**config.mk**
```make
export PLATFORM = sky130hd
export DESIGN_NAME = rfsd_regs
export DESIGN_NICKNAME = d
export VERILOG_FILES = /design/src/rfsd_regs.v
export VERILOG_INCLUDE_DIRS = /design/src
export SDC_FILE = /design/constraint.sdc
export NUM_CORES = 1
export LEC_CHECK = 0
export ABC_AREA = 1
export ABC_CLOCK_PERIOD_IN_PS = 1400
export BUFFER_PORTS_ARGS = -buffer_cell sky130_fd_sc_hd__clkbuf_2
export CORE_MARGIN = 2
export CORE_UTILIZATION = 40
export DETAILED_ROUTE_END_ITERATION = 10
export PLACE_DENSITY = 0.68
export SKIP_LAST_GASP = 1
export SLEW_MARGIN = 20
export SYNTH_ARGS = -nofsm -noshare
export SYNTH_HDL_FRONTEND = slang
export SYNTH_SLANG_ARGS = --single-unit
```
**constraint.sdc**
```tcl
create_clock -name clk_i -period 1.4 [get_ports clk_i]
set_clock_uncertainty 0.1 [all_clocks]
set_input_delay 0.07 -clock clk_i [delete_from_list [all_inputs] [get_ports clk_i]]
set_output_delay 0.07 -clock clk_i [all_outputs]
set_load 0.01 [all_outputs]
```
**src/rfsd_consts.vh**
```
// constants and bit layout of the rf status display register bank
`ifndef RFSD_CONSTS_VH
`define RFSD_CONSTS_VH

// register offsets
`define RFSD_OFS_COLL 6'h20
`define RFSD_OFS_TSTATE 6'h21
`define RFSD_OFS_TXLEN_HI 6'h22
`define RFSD_OFS_TXLEN_LO 6'h23
`define RFSD_OFS_RATE 6'h24
`define RFSD_OFS_ADC 6'h25

// reset values
`define RFSD_RST_BYTE 8'h00
`define RFSD_RST_TXLEN 13'h0000
`define RFSD_RST_XBITS 3'h0

// collision register fields
`define RFSD_COLL_BYTE_MSB 7
`define RFSD_COLL_BYTE_LSB 4
`define RFSD_COLL_BIT_MSB 3
`define RFSD_COLL_BIT_LSB 1
`define RFSD_COLL_PAR_POS 0

// tx length low register fields
`define RFSD_TXLO_CNT_MSB 7
`define RFSD_TXLO_CNT_LSB 3
`define RFSD_TXLO_XB_MSB 2
`define RFSD_TXLO_XB_LSB 0

// rate register fields
`define RFSD_RATE_MSB 5
`define RFSD_RATE_LSB 4

// passive target state codes
`define RFSD_TS_POWER_OFF 4'h0
`define RFSD_TS_IDLE 4'h1
`define RFSD_TS_READY1 4'h2
`define RFSD_TS_READY2 4'h3
`define RFSD_TS_ACTIVE 4'h5
`define RFSD_TS_HALT 4'h9
`define RFSD_TS_READY1_STAR 4'hA
`define RFSD_TS_READY2_STAR 4'hB
`define RFSD_TS_ACTIVE_STAR 4'hD

`endif

```
**src/rfsd_regs.v**
```verilog
// rf status display register bank with transmit length registers
`include "rfsd_consts.vh"

module rfsd_regs #(
  parameter ADDR_W = 6
) (
  // clock, reset, enable
  input wire clk_i,
  input wire rstn_i,
  input wire ce_i,
  // host register port
  input wire [ADDR_W-1:0] addr_i,
  input wire [7:0] wdata_i,
  input wire wr_i,
  input wire rd_i,
  output reg [7:0] rdata_o,
  // receiver collision reports
  input wire frame_start_i,
  input wire coll_event_i,
  input wire coll_in_anticoll_i,
  input wire [3:0] coll_bytes_i,
  input wire [2:0] coll_bits_i,
  input wire coll_parity_i,
  input wire hard_framing_error_i,
  output wire hard_framing_error_flag_o,
  // passive target state machine
  input wire [3:0] target_state_i,
  output wire target_active_o,
  // bit rate detection and timers
  input wire rate_detect_mode_i,
  input wire rate_valid_i,
  input wire [1:0] rate_code_i,
  input wire field_on_guard2_running_i,
  input wire gp_timer_running_i,
  input wire no_resp_timer_running_i,
  input wire mask_rx_timer_running_i,
  // converter
  input wire adc_done_i,
  input wire [7:0] adc_data_i,
  // transmitter
  input wire [7:0] tx_last_byte_i,
  output wire [12:0] tx_full_bytes_o,
  output wire [2:0] tx_extra_bits_o,
  output wire tx_split_byte_o,
  output wire tx_no_parity_o,
  output wire [7:0] tx_last_bits_o,
  // direct commands
  input wire anticoll_ctrl_i,
  input wire card_idle_i,
  input wire reqa_cmd_i,
  input wire wupa_cmd_i,
  output reg parity_error_irq_o
);

  // masks the unsent upper bits of a split byte; bits leave lsb first
  function [7:0] rfsd_low_mask;
    input [2:0] nbits;
    begin
      if (nbits == 3'h0)
      begin
        rfsd_low_mask = 8'hFF;
      end
      else
      begin
        rfsd_low_mask = ~(8'hFF << nbits);
      end
    end
  endfunction

  // true when the address hits a given register offset
  function rfsd_hit;
    input [ADDR_W-1:0] a;
    input [5:0] ofs;
    begin
      rfsd_hit = (a == ofs);
    end
  endfunction

  // state registers
  reg [3:0] coll_bytes_reg;
  reg [3:0] coll_bytes_next;
  reg [2:0] coll_bits_reg;
  reg [2:0] coll_bits_next;
  reg coll_par_reg;
  reg coll_par_next;
  reg coll_seen_reg;
  reg coll_seen_next;
  reg hard_err_reg;
  reg hard_err_next;
  reg [3:0] tstate_reg;
  reg [1:0] rate_reg;
  reg [1:0] rate_next;
  reg [3:0] timers_reg;
  reg [7:0] adc_reg;
  reg [7:0] adc_next;
  reg [12:0] txlen_reg;
  reg [12:0] txlen_next;
  reg [2:0] xbits_reg;
  reg [2:0] xbits_next;
  reg [7:0] rdata_next;
  reg par_irq_next;
  reg [7:0] last_bits_reg;
  reg [7:0] last_bits_next;

  // decoded host strobes and the collision capture strobe
  wire wr_hi;
  wire wr_lo;
  wire coll_take;

  assign wr_hi = wr_i & rfsd_hit(addr_i, `RFSD_OFS_TXLEN_HI);
  assign wr_lo = wr_i & rfsd_hit(addr_i, `RFSD_OFS_TXLEN_LO);

  // only the first collision of a frame, and only inside anticollision length
  assign coll_take = coll_event_i & coll_in_anticoll_i & (~coll_seen_reg | frame_start_i);

  // collision position capture
  always @*
  begin
    coll_bytes_next = coll_bytes_reg;
    coll_bits_next = coll_bits_reg;
    coll_par_next = coll_par_reg;
    if (coll_take)
    begin
      coll_bytes_next = coll_bytes_i;
      coll_bits_next = coll_bits_i;
      coll_par_next = coll_parity_i;
    end
  end

  // first-collision tracker; a collision in the start cycle still counts
  always @*
  begin
    coll_seen_next = coll_seen_reg;
    if (frame_start_i)
    begin
      coll_seen_next = 1'b0;
    end
    if (coll_event_i & coll_in_anticoll_i)
    begin
      coll_seen_next = 1'b1;
    end
  end

  // hard framing error flag; a new error wins over the frame-start clear
  always @*
  begin
    hard_err_next = hard_err_reg;
    if (frame_start_i)
    begin
      hard_err_next = 1'b0;
    end
    if (hard_framing_error_i)
    begin
      hard_err_next = 1'b1;
    end
  end

  // bit rate code only updates in detection target mode
  always @*
  begin
    rate_next = rate_reg;
    if (rate_detect_mode_i & rate_valid_i)
    begin
      rate_next = rate_code_i;
    end
  end

  // converter result held between conversions
  always @*
  begin
    adc_next = adc_reg;
    if (adc_done_i)
    begin
      adc_next = adc_data_i;
    end
  end

  // transmit length registers, the only host-writable storage
  always @*
  begin
    txlen_next = txlen_reg;
    xbits_next = xbits_reg;
    if (wr_hi)
    begin
      txlen_next[12:5] = wdata_i;
    end
    if (wr_lo)
    begin
      txlen_next[4:0] = wdata_i[`RFSD_TXLO_CNT_MSB:`RFSD_TXLO_CNT_LSB];
      xbits_next = wdata_i[`RFSD_TXLO_XB_MSB:`RFSD_TXLO_XB_LSB];
    end
  end

  // parity error pulse on REQA or WUPA under anticollision with extra bits
  always @*
  begin
    par_irq_next = anticoll_ctrl_i & card_idle_i & (xbits_reg != `RFSD_RST_XBITS)
      & (reqa_cmd_i | wupa_cmd_i);
  end

  // read mux; data stands only in the cycle after the read strobe
  always @*
  begin
    rdata_next = `RFSD_RST_BYTE;
    if (rd_i)
    begin
      case (addr_i)
        `RFSD_OFS_COLL:
        begin
          rdata_next = {coll_bytes_reg, coll_bits_reg, coll_par_reg};
        end
        `RFSD_OFS_TSTATE:
        begin
          rdata_next = {4'h0, tstate_reg};
        end
        `RFSD_OFS_TXLEN_HI:
        begin
          rdata_next = txlen_reg[12:5];
        end
        `RFSD_OFS_TXLEN_LO:
        begin
          rdata_next = {txlen_reg[4:0], xbits_reg};
        end
        `RFSD_OFS_RATE:
        begin
          rdata_next = {2'h0, rate_reg, timers_reg};
        end
        `RFSD_OFS_ADC:
        begin
          rdata_next = adc_reg;
        end
        default:
        begin
          rdata_next = `RFSD_RST_BYTE;
        end
      endcase
    end
  end

  // collision and error state; host writes never reach these
  always @(posedge clk_i)
  begin
    if (!rstn_i)
    begin
      coll_bytes_reg <= 4'h0;
      coll_bits_reg <= 3'h0;
      coll_par_reg <= 1'b0;
      coll_seen_reg <= 1'b0;
      hard_err_reg <= 1'b0;
    end
    else if (ce_i)
    begin
      coll_bytes_reg <= coll_bytes_next;
      coll_bits_reg <= coll_bits_next;
      coll_par_reg <= coll_par_next;
      coll_seen_reg <= coll_seen_next;
      hard_err_reg <= hard_err_next;
    end
  end

  // display state sampled from the device logic
  always @(posedge clk_i)
  begin
    if (!rstn_i)
    begin
      tstate_reg <= `RFSD_TS_POWER_OFF;
      rate_reg <= 2'h0;
      timers_reg <= 4'h0;
      adc_reg <= `RFSD_RST_BYTE;
    end
    else if (ce_i)
    begin
      tstate_reg <= target_state_i;
      rate_reg <= rate_next;
      timers_reg <= {field_on_guard2_running_i, gp_timer_running_i,
        no_resp_timer_running_i, mask_rx_timer_running_i};
      adc_reg <= adc_next;
    end
  end

  // transmit length storage
  always @(posedge clk_i)
  begin
    if (!rstn_i)
    begin
      txlen_reg <= `RFSD_RST_TXLEN;
      xbits_reg <= `RFSD_RST_XBITS;
    end
    else if (ce_i)
    begin
      txlen_reg <= txlen_next;
      xbits_reg <= xbits_next;
    end
  end

  // host read data and command pulse
  always @(posedge clk_i)
  begin
    if (!rstn_i)
    begin
      rdata_o <= `RFSD_RST_BYTE;
      parity_error_irq_o <= 1'b0;
    end
    else if (ce_i)
    begin
      rdata_o <= rdata_next;
      parity_error_irq_o <= par_irq_next;
    end
  end

  // split-byte bits; only the low extra bits leave, lsb first
  always @*
  begin
    last_bits_next = tx_last_byte_i & rfsd_low_mask(xbits_reg);
  end

  // split-byte bits held in a flop so the transmitter sees a settled value
  always @(posedge clk_i)
  begin
    if (!rstn_i)
    begin
      last_bits_reg <= `RFSD_RST_BYTE;
    end
    else if (ce_i)
    begin
      last_bits_reg <= last_bits_next;
    end
  end

  // transmitter view of the length and split-byte handling
  assign tx_full_bytes_o = txlen_reg;
  assign tx_extra_bits_o = xbits_reg;
  assign tx_split_byte_o = (xbits_reg != `RFSD_RST_XBITS);
  assign tx_no_parity_o = tx_split_byte_o;
  assign tx_last_bits_o = last_bits_reg;

  // status levels for the rest of the device
  assign hard_framing_error_flag_o = hard_err_reg;
  assign target_active_o = (tstate_reg == `RFSD_TS_ACTIVE) |
    (tstate_reg == `RFSD_TS_ACTIVE_STAR);

endmodule

```
Word level (Yosys, flattened, before mapping) --
Index checks and enable logic that the tools add are counted. W data, S select, Z words.
Storage, ports and cells: register bits after elaboration 61, input port bits 64, output and inout bits 37, logic and storage cells 55
Cells by class: eq/ne operators 8, shifts and indexed selects 1, mux-type cells 6, bitwise operators 14, reduce and logical (&&, ||, !) cells 11
Operators with widths (number):
- $pmux W8 S6 | 1
- $eq A6 B6 Y1 const B | 6
- $mux W8 | 2
- $reduce_and A2 Y1 | 7
- $and A1 B1 Y1 | 8
- $and A8 B8 Y8 | 1
- $not A8 Y8 | 1
- $shl A8 B3 Y8 const A | 1
- $eq A4 B3 Y1 const B | 1
- $eq A4 B4 Y1 const B | 1
- $reduce_bool A2 Y1 | 2
- $logic_not A3 Y1 | 1
- $mux W1 | 3
- $or A1 B1 Y1 | 3
- $reduce_bool A3 Y1 | 1
- $not A1 Y1 | 1

Longest topological paths before layout --
Gate-level depths: netlist of the first run.
depth after elaboration 4, mapped depth 10, mapped depth without buffers 9

Least setup slack after synthesis of the first run --
Ideal clock, no wire load.
path type flip-flop to flip-flop, start reg xbits_reg[2], in the netlist tx_extra_bits_o[2], end reg parity_error_irq_o, setup time 70 ps, arrival time 1133 ps, data required time 1230 ps, setup slack 97 ps, cell stages (with the launch flop) 6, buffers on the path 0, clock period less this slack 1303 ps, cell sequence dfxtp_1 inv_1 ha_1 inv_1 o2111ai_1 a21oi_1
Between the ends: word-level cells in the longest chain between the ends 3
RTL lines:
- start, declared | RTL line rfsd_regs.v:98 | reg [2:0] xbits_reg;
- start signal, assigned | RTL line rfsd_regs.v:287 | xbits_reg <= `RFSD_RST_XBITS;
- start signal, assigned | RTL line rfsd_regs.v:292 | xbits_reg <= xbits_next;
- $reduce_bool A3 Y1 (no line)
- named net tx_no_parity_o | RTL line rfsd_regs.v:45 | output wire tx_no_parity_o,
- $and A1 B1 Y1 (2 in a row) | RTL line rfsd_regs.v:197 | par_irq_next = anticoll_ctrl_i & card_idle_i & (xbits_reg != `RFSD_RST_XBITS)
- end signal, assigned | RTL line rfsd_regs.v:307 | parity_error_irq_o <= par_irq_next;
- end, declared | RTL line rfsd_regs.v:52 | output reg parity_error_irq_o
The timed path passes the listed nets, and every way through them passes these cells. A chain may end at the register's enable or synchronous reset.

Final worst setup path of the first run --
start reg xbits_reg[1], in the netlist tx_extra_bits_o[1], end out tx_no_parity_o
Between the ends: word-level cells in the longest chain between the ends 1
RTL lines (RTL line):
- $reduce_bool A3 Y1 (no line)
- end, declared | rfsd_regs.v:45
No other way between the ends.

==> metrics, run 1 <==
Register Area 1220 µm²; Port-buffer cells 100; synthesized area per cell 7.13 µm²; Worst path max stage delay 0.34 ns; RSZ-0062 raised after global routing no; Die Y 86.2 µm; CTS Root Cell clkbuf_8; top-count cell post-synth nor2_1; M3 GR Usage 5.90%; Synth Warn # 0; top-area cell type share of the netlist area 45.2%; Die W 86.2 µm; max reg flops 13; Reg clk slew, reported paths 0.07 ns; Hold Path End coll_par_reg; register area share after synthesis 45.2%; Global Route met1 Usage 29.0%; Critical Path Fanout Max 3; Fin. Hold Viols 0; DRT Pass-1 Iters 4; crit path time final 1.34 ns; via count 3100; Post-Route WL 8410 µm; Worst Min Path Start rstn_i; CTS max path bufs 2; reg2reg setup slack 0.11 ns; mapped cell area 2700 µm²; Worst-Skew Late Latency 0.34 ns; routability cong. 0.934; Rows 29; total CTS buffers 9; Global Route met2 Usage 37.8%; Synth area leader dfxtp_1; Routed Antenna Nets 0; n_diodes 0; pwr/cell area 966 nW/µm²; R2R depth 5; Synth Flop Type dfxtp_1; Util after Layout 63.8%; Routed wire per std cell 13.5 µm; busiest grt layer met2; CTS tree yes; Worst Path Buf+Inv 2; CTS Sinks 61; slew of the pin with the lowest slew margin 0.404 ns; Mapped Cells 379; Initial Util 41.9%; vias in the first global route 3049; Design Area, Final 4120 µm²; Static Leak 1.96 nW; Async SR Flop Fraction 0%; syn nets 445; worst vdd ir 0.647 mV; WP data required 1.23 ns; Fillers 571; Final Cycle Share 95.5%; Post-synth EDFFs 0; pin count of the biggest net entering global routing 39; final setup fails 0; Final nets 608; Slew Viols, Final 0; dpl cell area 3340 µm²; worst slack, placed 0.0402 ns; nature of the critical path endpoint primary output; Area contributors post-synth dfxtp_1 (45%), nor2_1 (12%), o21ai_0 (9.3%); total global routing overflow 0; slowest CP cell dfxtp_2; Critical Path AT 1.17 ns; area growth from synthesis to layout 52.5%; Final WS setup 0.0636 ns; status complete, no violations; overall track demand over capacity in global routing 23.5%; Largest delay share family, worst path flip-flops; Max Cap Violations 0; I/O pins 101; die area 7430 µm²; crit-path cells nor2_4 > ha_4 > inv_2 > buf_2; H-tree lvl count 3; vias per cell 4.97; most common library cells after synthesis nor2_1 (84), dfxtp_1 (61), o21ai_0 (50); global-route wire length before repair 13600 µm; Setup TNS Final 0 ns; f_max 748 MHz; startpoint types flop; Multi-input gate area 1330 µm²; Worst Hold Class input port to flop; area of the core 6460 µm²; synthesized flop and latch total 61; RR Startpoint tx_extra_bits_o[0]; antenna violations before repair 0; Worst R2R End tx_last_bits_o[2]; half-perimeter wire length after placement 5740 µm; DRT iter0 DRCs 181; critical path class flop to primary output; Cell variety after synth 24; Pwr Total 0.00398 W; worst hold stages 3; share of cells above drive strength 1 28.5%; Rel. slew slack 73.1%; DRC Markers 0
[cell families (layout without fill, tap and decap cells)]
| group | after synthesis | after routing | synth area share (%) |
|---|---|---|---|
| buffers and inverters | 44 | 212 | 6.48 |
| AOI/OAI and AO/OA | 91 | 91 | 17.7 |
| DFF | 61 | 61 | 45.2 |
| and+or+nand+nor | 181 | 181 | 29.8 |
| adders and majority gates | 2 | 2 | 0.925 |
[stage by stage]
| step | hold slack [ns] | cells |
|---|---|---|
| after floorplan | 0.105 | 379 |
| after global placement | 0.196 | 554 |
| after detailed placement | 0.196 | 554 |
| after CTS | 0.0128 | 624 |
| after global routing | 0.0398 | 624 |
| final | 0.0424 | 624 |
[per-layer routing]
metal  share of wire, %  wire (µm)
met2                 45       3770
met5                  0          0
met3                7.1        597
met4                2.6        218
met1                 45       3820
[worst max path at each step]
| stage | from | endpoint | slack (ns) | cells after the start |
|---|---|---|---|---|
| 2_1_floorplan | tx_extra_bits_o[2] | parity_error_irq_o | 0.1 | 5 |
| 3_3_place_gp | addr_i[4] | rdata_o[6] | 0.07 | 8 |
| 3_5_place_dp | addr_i[4] | tx_full_bytes_o[11] | 0.04 | 9 |
| 4_1_cts | tx_extra_bits_o[0] | tx_split_byte_o | 0.02 | 4 |
| 5_1_grt | tx_extra_bits_o[2] | tx_no_parity_o | 0.02 | 4 |
| 6_report | tx_extra_bits_o[1] | tx_no_parity_o | 0.06 | 4 |
[repair_timing]
action                     4_1_cts  5_1_grt
hold buffers                    53        0
hold endpoints to repair        53        0
buffers inserted                 1        0
pin swaps                        1        2
gates resized for setup          3       11
cloned                           0        0
setup endpoints to repair        2        6
[layout make-up]
class                           count  share of cell area, %
Sequential cell                    61                   29.7
Tap cell                           77                   2.34
Multi-Input combinational cell    274                   32.2
Timing Repair Buffer              167                   28.0
Clock buffer                       13                   4.10
Inverter                           29                   2.64
Clock inverter                      3                   1.03
[worst register-to-register path: stages, from the launching register on]
cell     delay, ns
dfxtp_1       0.38
nor2_4        0.06
ha_4          0.17
buf_4         0.14
o31ai_1       0.23
a21oi_1       0.10
[report_power, final]
part | switching (W) | internal (W)
clock | 0.000676 | 0.000965
combinational | 0.000249 | 0.000255
sequential | 0.0000349 | 0.00180
[placed cells by master, fill, tap and decap left out, types with 2 or more instances in the layout]
cell / count
dlygate4sd3_1: 52
inv_2: 8
clkbuf_8: 12
o31ai_1: 2
nor2_2: 2
nand4_1: 5
dfxtp_2: 2
nand2_1: 48
nor2_1: 83
nor2_4: 7
o2111ai_1: 2
nand2_2: 4
inv_1: 21
nand3_1: 29
o21ai_0: 48
clkbuf_2: 99
a21oi_2: 2
buf_4: 12
a21oi_1: 28
dfxtp_1: 59
o21ai_1: 8
No activity file was read; power rests on OpenSTA's default activity.
==> run 2, diff against run 1 <==
CTS_BUF_LIST = sky130_fd_sc_hd__clkbuf_4   (was not set)
==> run 2 against run 1 <==
  * Critical path type unchanged
  * Global-route usage grew 0.22 points
  * Cell count grew 0.80%
  * Core utilization shrank 0.23 points
==> metrics, run 2 (synthesis gave the netlist of run 1 again) <==
status complete, no violations; CTS tree yes; routability cong. 0.934 (unchanged); global-route wire length before repair 13800 µm (+0.91%); Routed Antenna Nets 0 (unchanged); final setup fails 0 (unchanged); Port-buffer cells 100 (unchanged); Final nets 613 (+0.82%); Setup TNS Final 0 ns (unchanged); critical path class flop to primary output; die area 7430 µm² (unchanged); Die W 86.2 µm (unchanged); pin count of the biggest net entering global routing 39 (unchanged); n_diodes 0 (unchanged); worst vdd ir 0.589 mV (-9.1%); Final Cycle Share 99.2% (+3.7 points); crit path time final 1.39 ns (+0.0517 ns); f_max 720 MHz (-3.7%); M1 wire length 3770 µm (-1.2%); Fillers 570 (-0.18%); Max Cap Violations 0 (unchanged); via count 3134 (+1.1%); worst hold stages 6 (+3); Slew Viols, Final 0 (unchanged); Finished Layout Cells 629 (+0.80%); Critical Path AT 1.22 ns (+0.05 ns); Largest delay share family, worst path flip-flops; R2R depth 3 (-2); area of the core 6460 µm² (unchanged); CTS max path bufs 2 (unchanged); DP Cell Count 554 (unchanged); Rel. slew slack 73.7% (+0.61 points); share of cells above drive strength 1 28.4% (-0.077 points); CTS Sinks 61 (unchanged); Register Area 1220 µm² (+0.10%); top layer in use met4; vias in the first global route 3035 (-0.46%); nature of the critical path endpoint primary output; met3 WL 655 µm (+9.7%); Static Leak 1.94 nW (-1.0%); DRC Markers 0 (unchanged); RSZ-0062 raised after global routing yes; Routed wire per std cell 13.5 µm (+0.41%); DRT Pass-1 Iters 4 (unchanged); H-tree lvl count 3 (unchanged); Worst Hold Class input port to flop; crit-path cells nor2_4 > ha_4 > inv_4 > buf_6; Rows 29 (unchanged); worst slack, placed 0.0402 ns (unchanged); max reg flops 13 (unchanged); WP data required 1.23 ns (about the same); dpl cell area 3340 µm² (unchanged); Design Area, Final 4110 µm² (-0.36%); pwr/cell area 860 nW/µm² (-11%); Reg clk slew, reported paths 0.10 ns (+0.03 ns); startpoint types flop; vias per cell 4.98 (+0.29%); CTS Root Cell clkbuf_4; Final WS setup 0.0119 ns (-0.0517 ns); Fin. Hold Viols 0 (unchanged); Critical Path Fanout Max 3 (unchanged); DRT iter0 DRCs 138 (-24%); slew of the pin with the lowest slew margin 0.395 ns (-0.00918 ns); total CTS buffers 9 (unchanged); met2 WL post-DR 3840 µm (+1.9%); commonest non-fill, non-tap cell in the layout clkbuf_2; Worst path max stage delay 0.35 ns (about the same); Worst-Skew Late Latency 0.41 ns (+0.07 ns); Post-Route WL 8510 µm (+1.2%); I/O pins 101 (unchanged); Worst Path Buf+Inv 2 (unchanged); reg2reg setup slack 0.07 ns (-0.04 ns); Die Y 86.2 µm (unchanged); most frequent cells in the layout clkbuf_2 (97), nor2_1 (82), dfxtp_1 (58), dlygate4sd3_1 (57), o21ai_0 (50); area growth from synthesis to layout 51.9%; antenna violations before repair 0 (unchanged); Crit path depth 4 (unchanged); total global routing overflow 0 (unchanged); slowest CP cell dfxtp_2; half-perimeter wire length after placement 5740 µm (unchanged); Initial Util 41.9% (unchanged); Multi-input gate area 1340 µm² (+0.57%); Pwr Total 0.00353 W (-11%); overall track demand over capacity in global routing 23.7% (+0.22 points)
==> run 2: cell count changes in the layout (fill, tap and decap cells not counted), moves of 3 or more <==
cell | before | now
clkbuf_8 | 12 | 0
dlygate4sd3_1 | 52 | 57
clkinv_1 | 0 | 3
clkbuf_4 | 0 | 11
==> run 2: power breakdown <==
part	switching, W	internal [W]
clock network	0.000641	0.000544
logic	0.000251	0.000261
registers	0.0000348	0.00180
==> run 2: per-layer routing <==
layer | global-route usage (%) | vias to the layer above
met3 | 4.95 | 22
met5 | 0 | -
met4 | 11.6 | 0
met2 | 38.4 | 130
li1 | - | 1593
met1 | 30.1 | 1389
==> run 2: layout make-up <==
class                           instances  area share [%]
Clock buffer                           10            1.83
Clock inverter                          6            1.31
Inverter                               29            2.71
Multi-Input combinational cell        274            32.5
Sequential cell                        61            29.8
Tap cell                               77            2.35
Timing Repair Buffer                  172            29.5
==> run 2: worst min-delay path, delay by kind of cell <==
kind	cells	cell delay [ns]
AO/OA/AOI/OAI	2	0.14
AND/OR/NAND/NOR	3	0.23
buffers and inverters	1	0.11
==> run 2: worst paths after layout <==
| check | from | endpoint |
|---|---|---|
| worst min-delay path | addr_i[4] | rdata_o[7] |
| worst max-delay path | tx_extra_bits_o[0] | tx_no_parity_o |
| worst max register to register | tx_full_bytes_o[4] | tx_full_bytes_o[4] |
| worst min register to register | coll_bytes_reg[0] | coll_bytes_reg[0] |
==> run 2: what timing repair did <==
| action | in CTS | in global routing |
|---|---|---|
| buffers inserted | 1 | 1 |
| setup endpoints to repair | 2 | 4 |
| hold endpoints to repair | 58 | 0 |
| pin swaps | 2 | 1 |
| resized for setup | 9 | 9 |
| hold buffers | 57 | 0 |
==> run 2: per-stage QoR <==
step	util, %	hold WS [ns]
after detailed placement	51.8	0.196
final	63.6	0.0850
after CTS	63.1	0.0181
after global placement	51.8	0.196
after global routing	63.6	0.0896
after floorplan	-	0.105
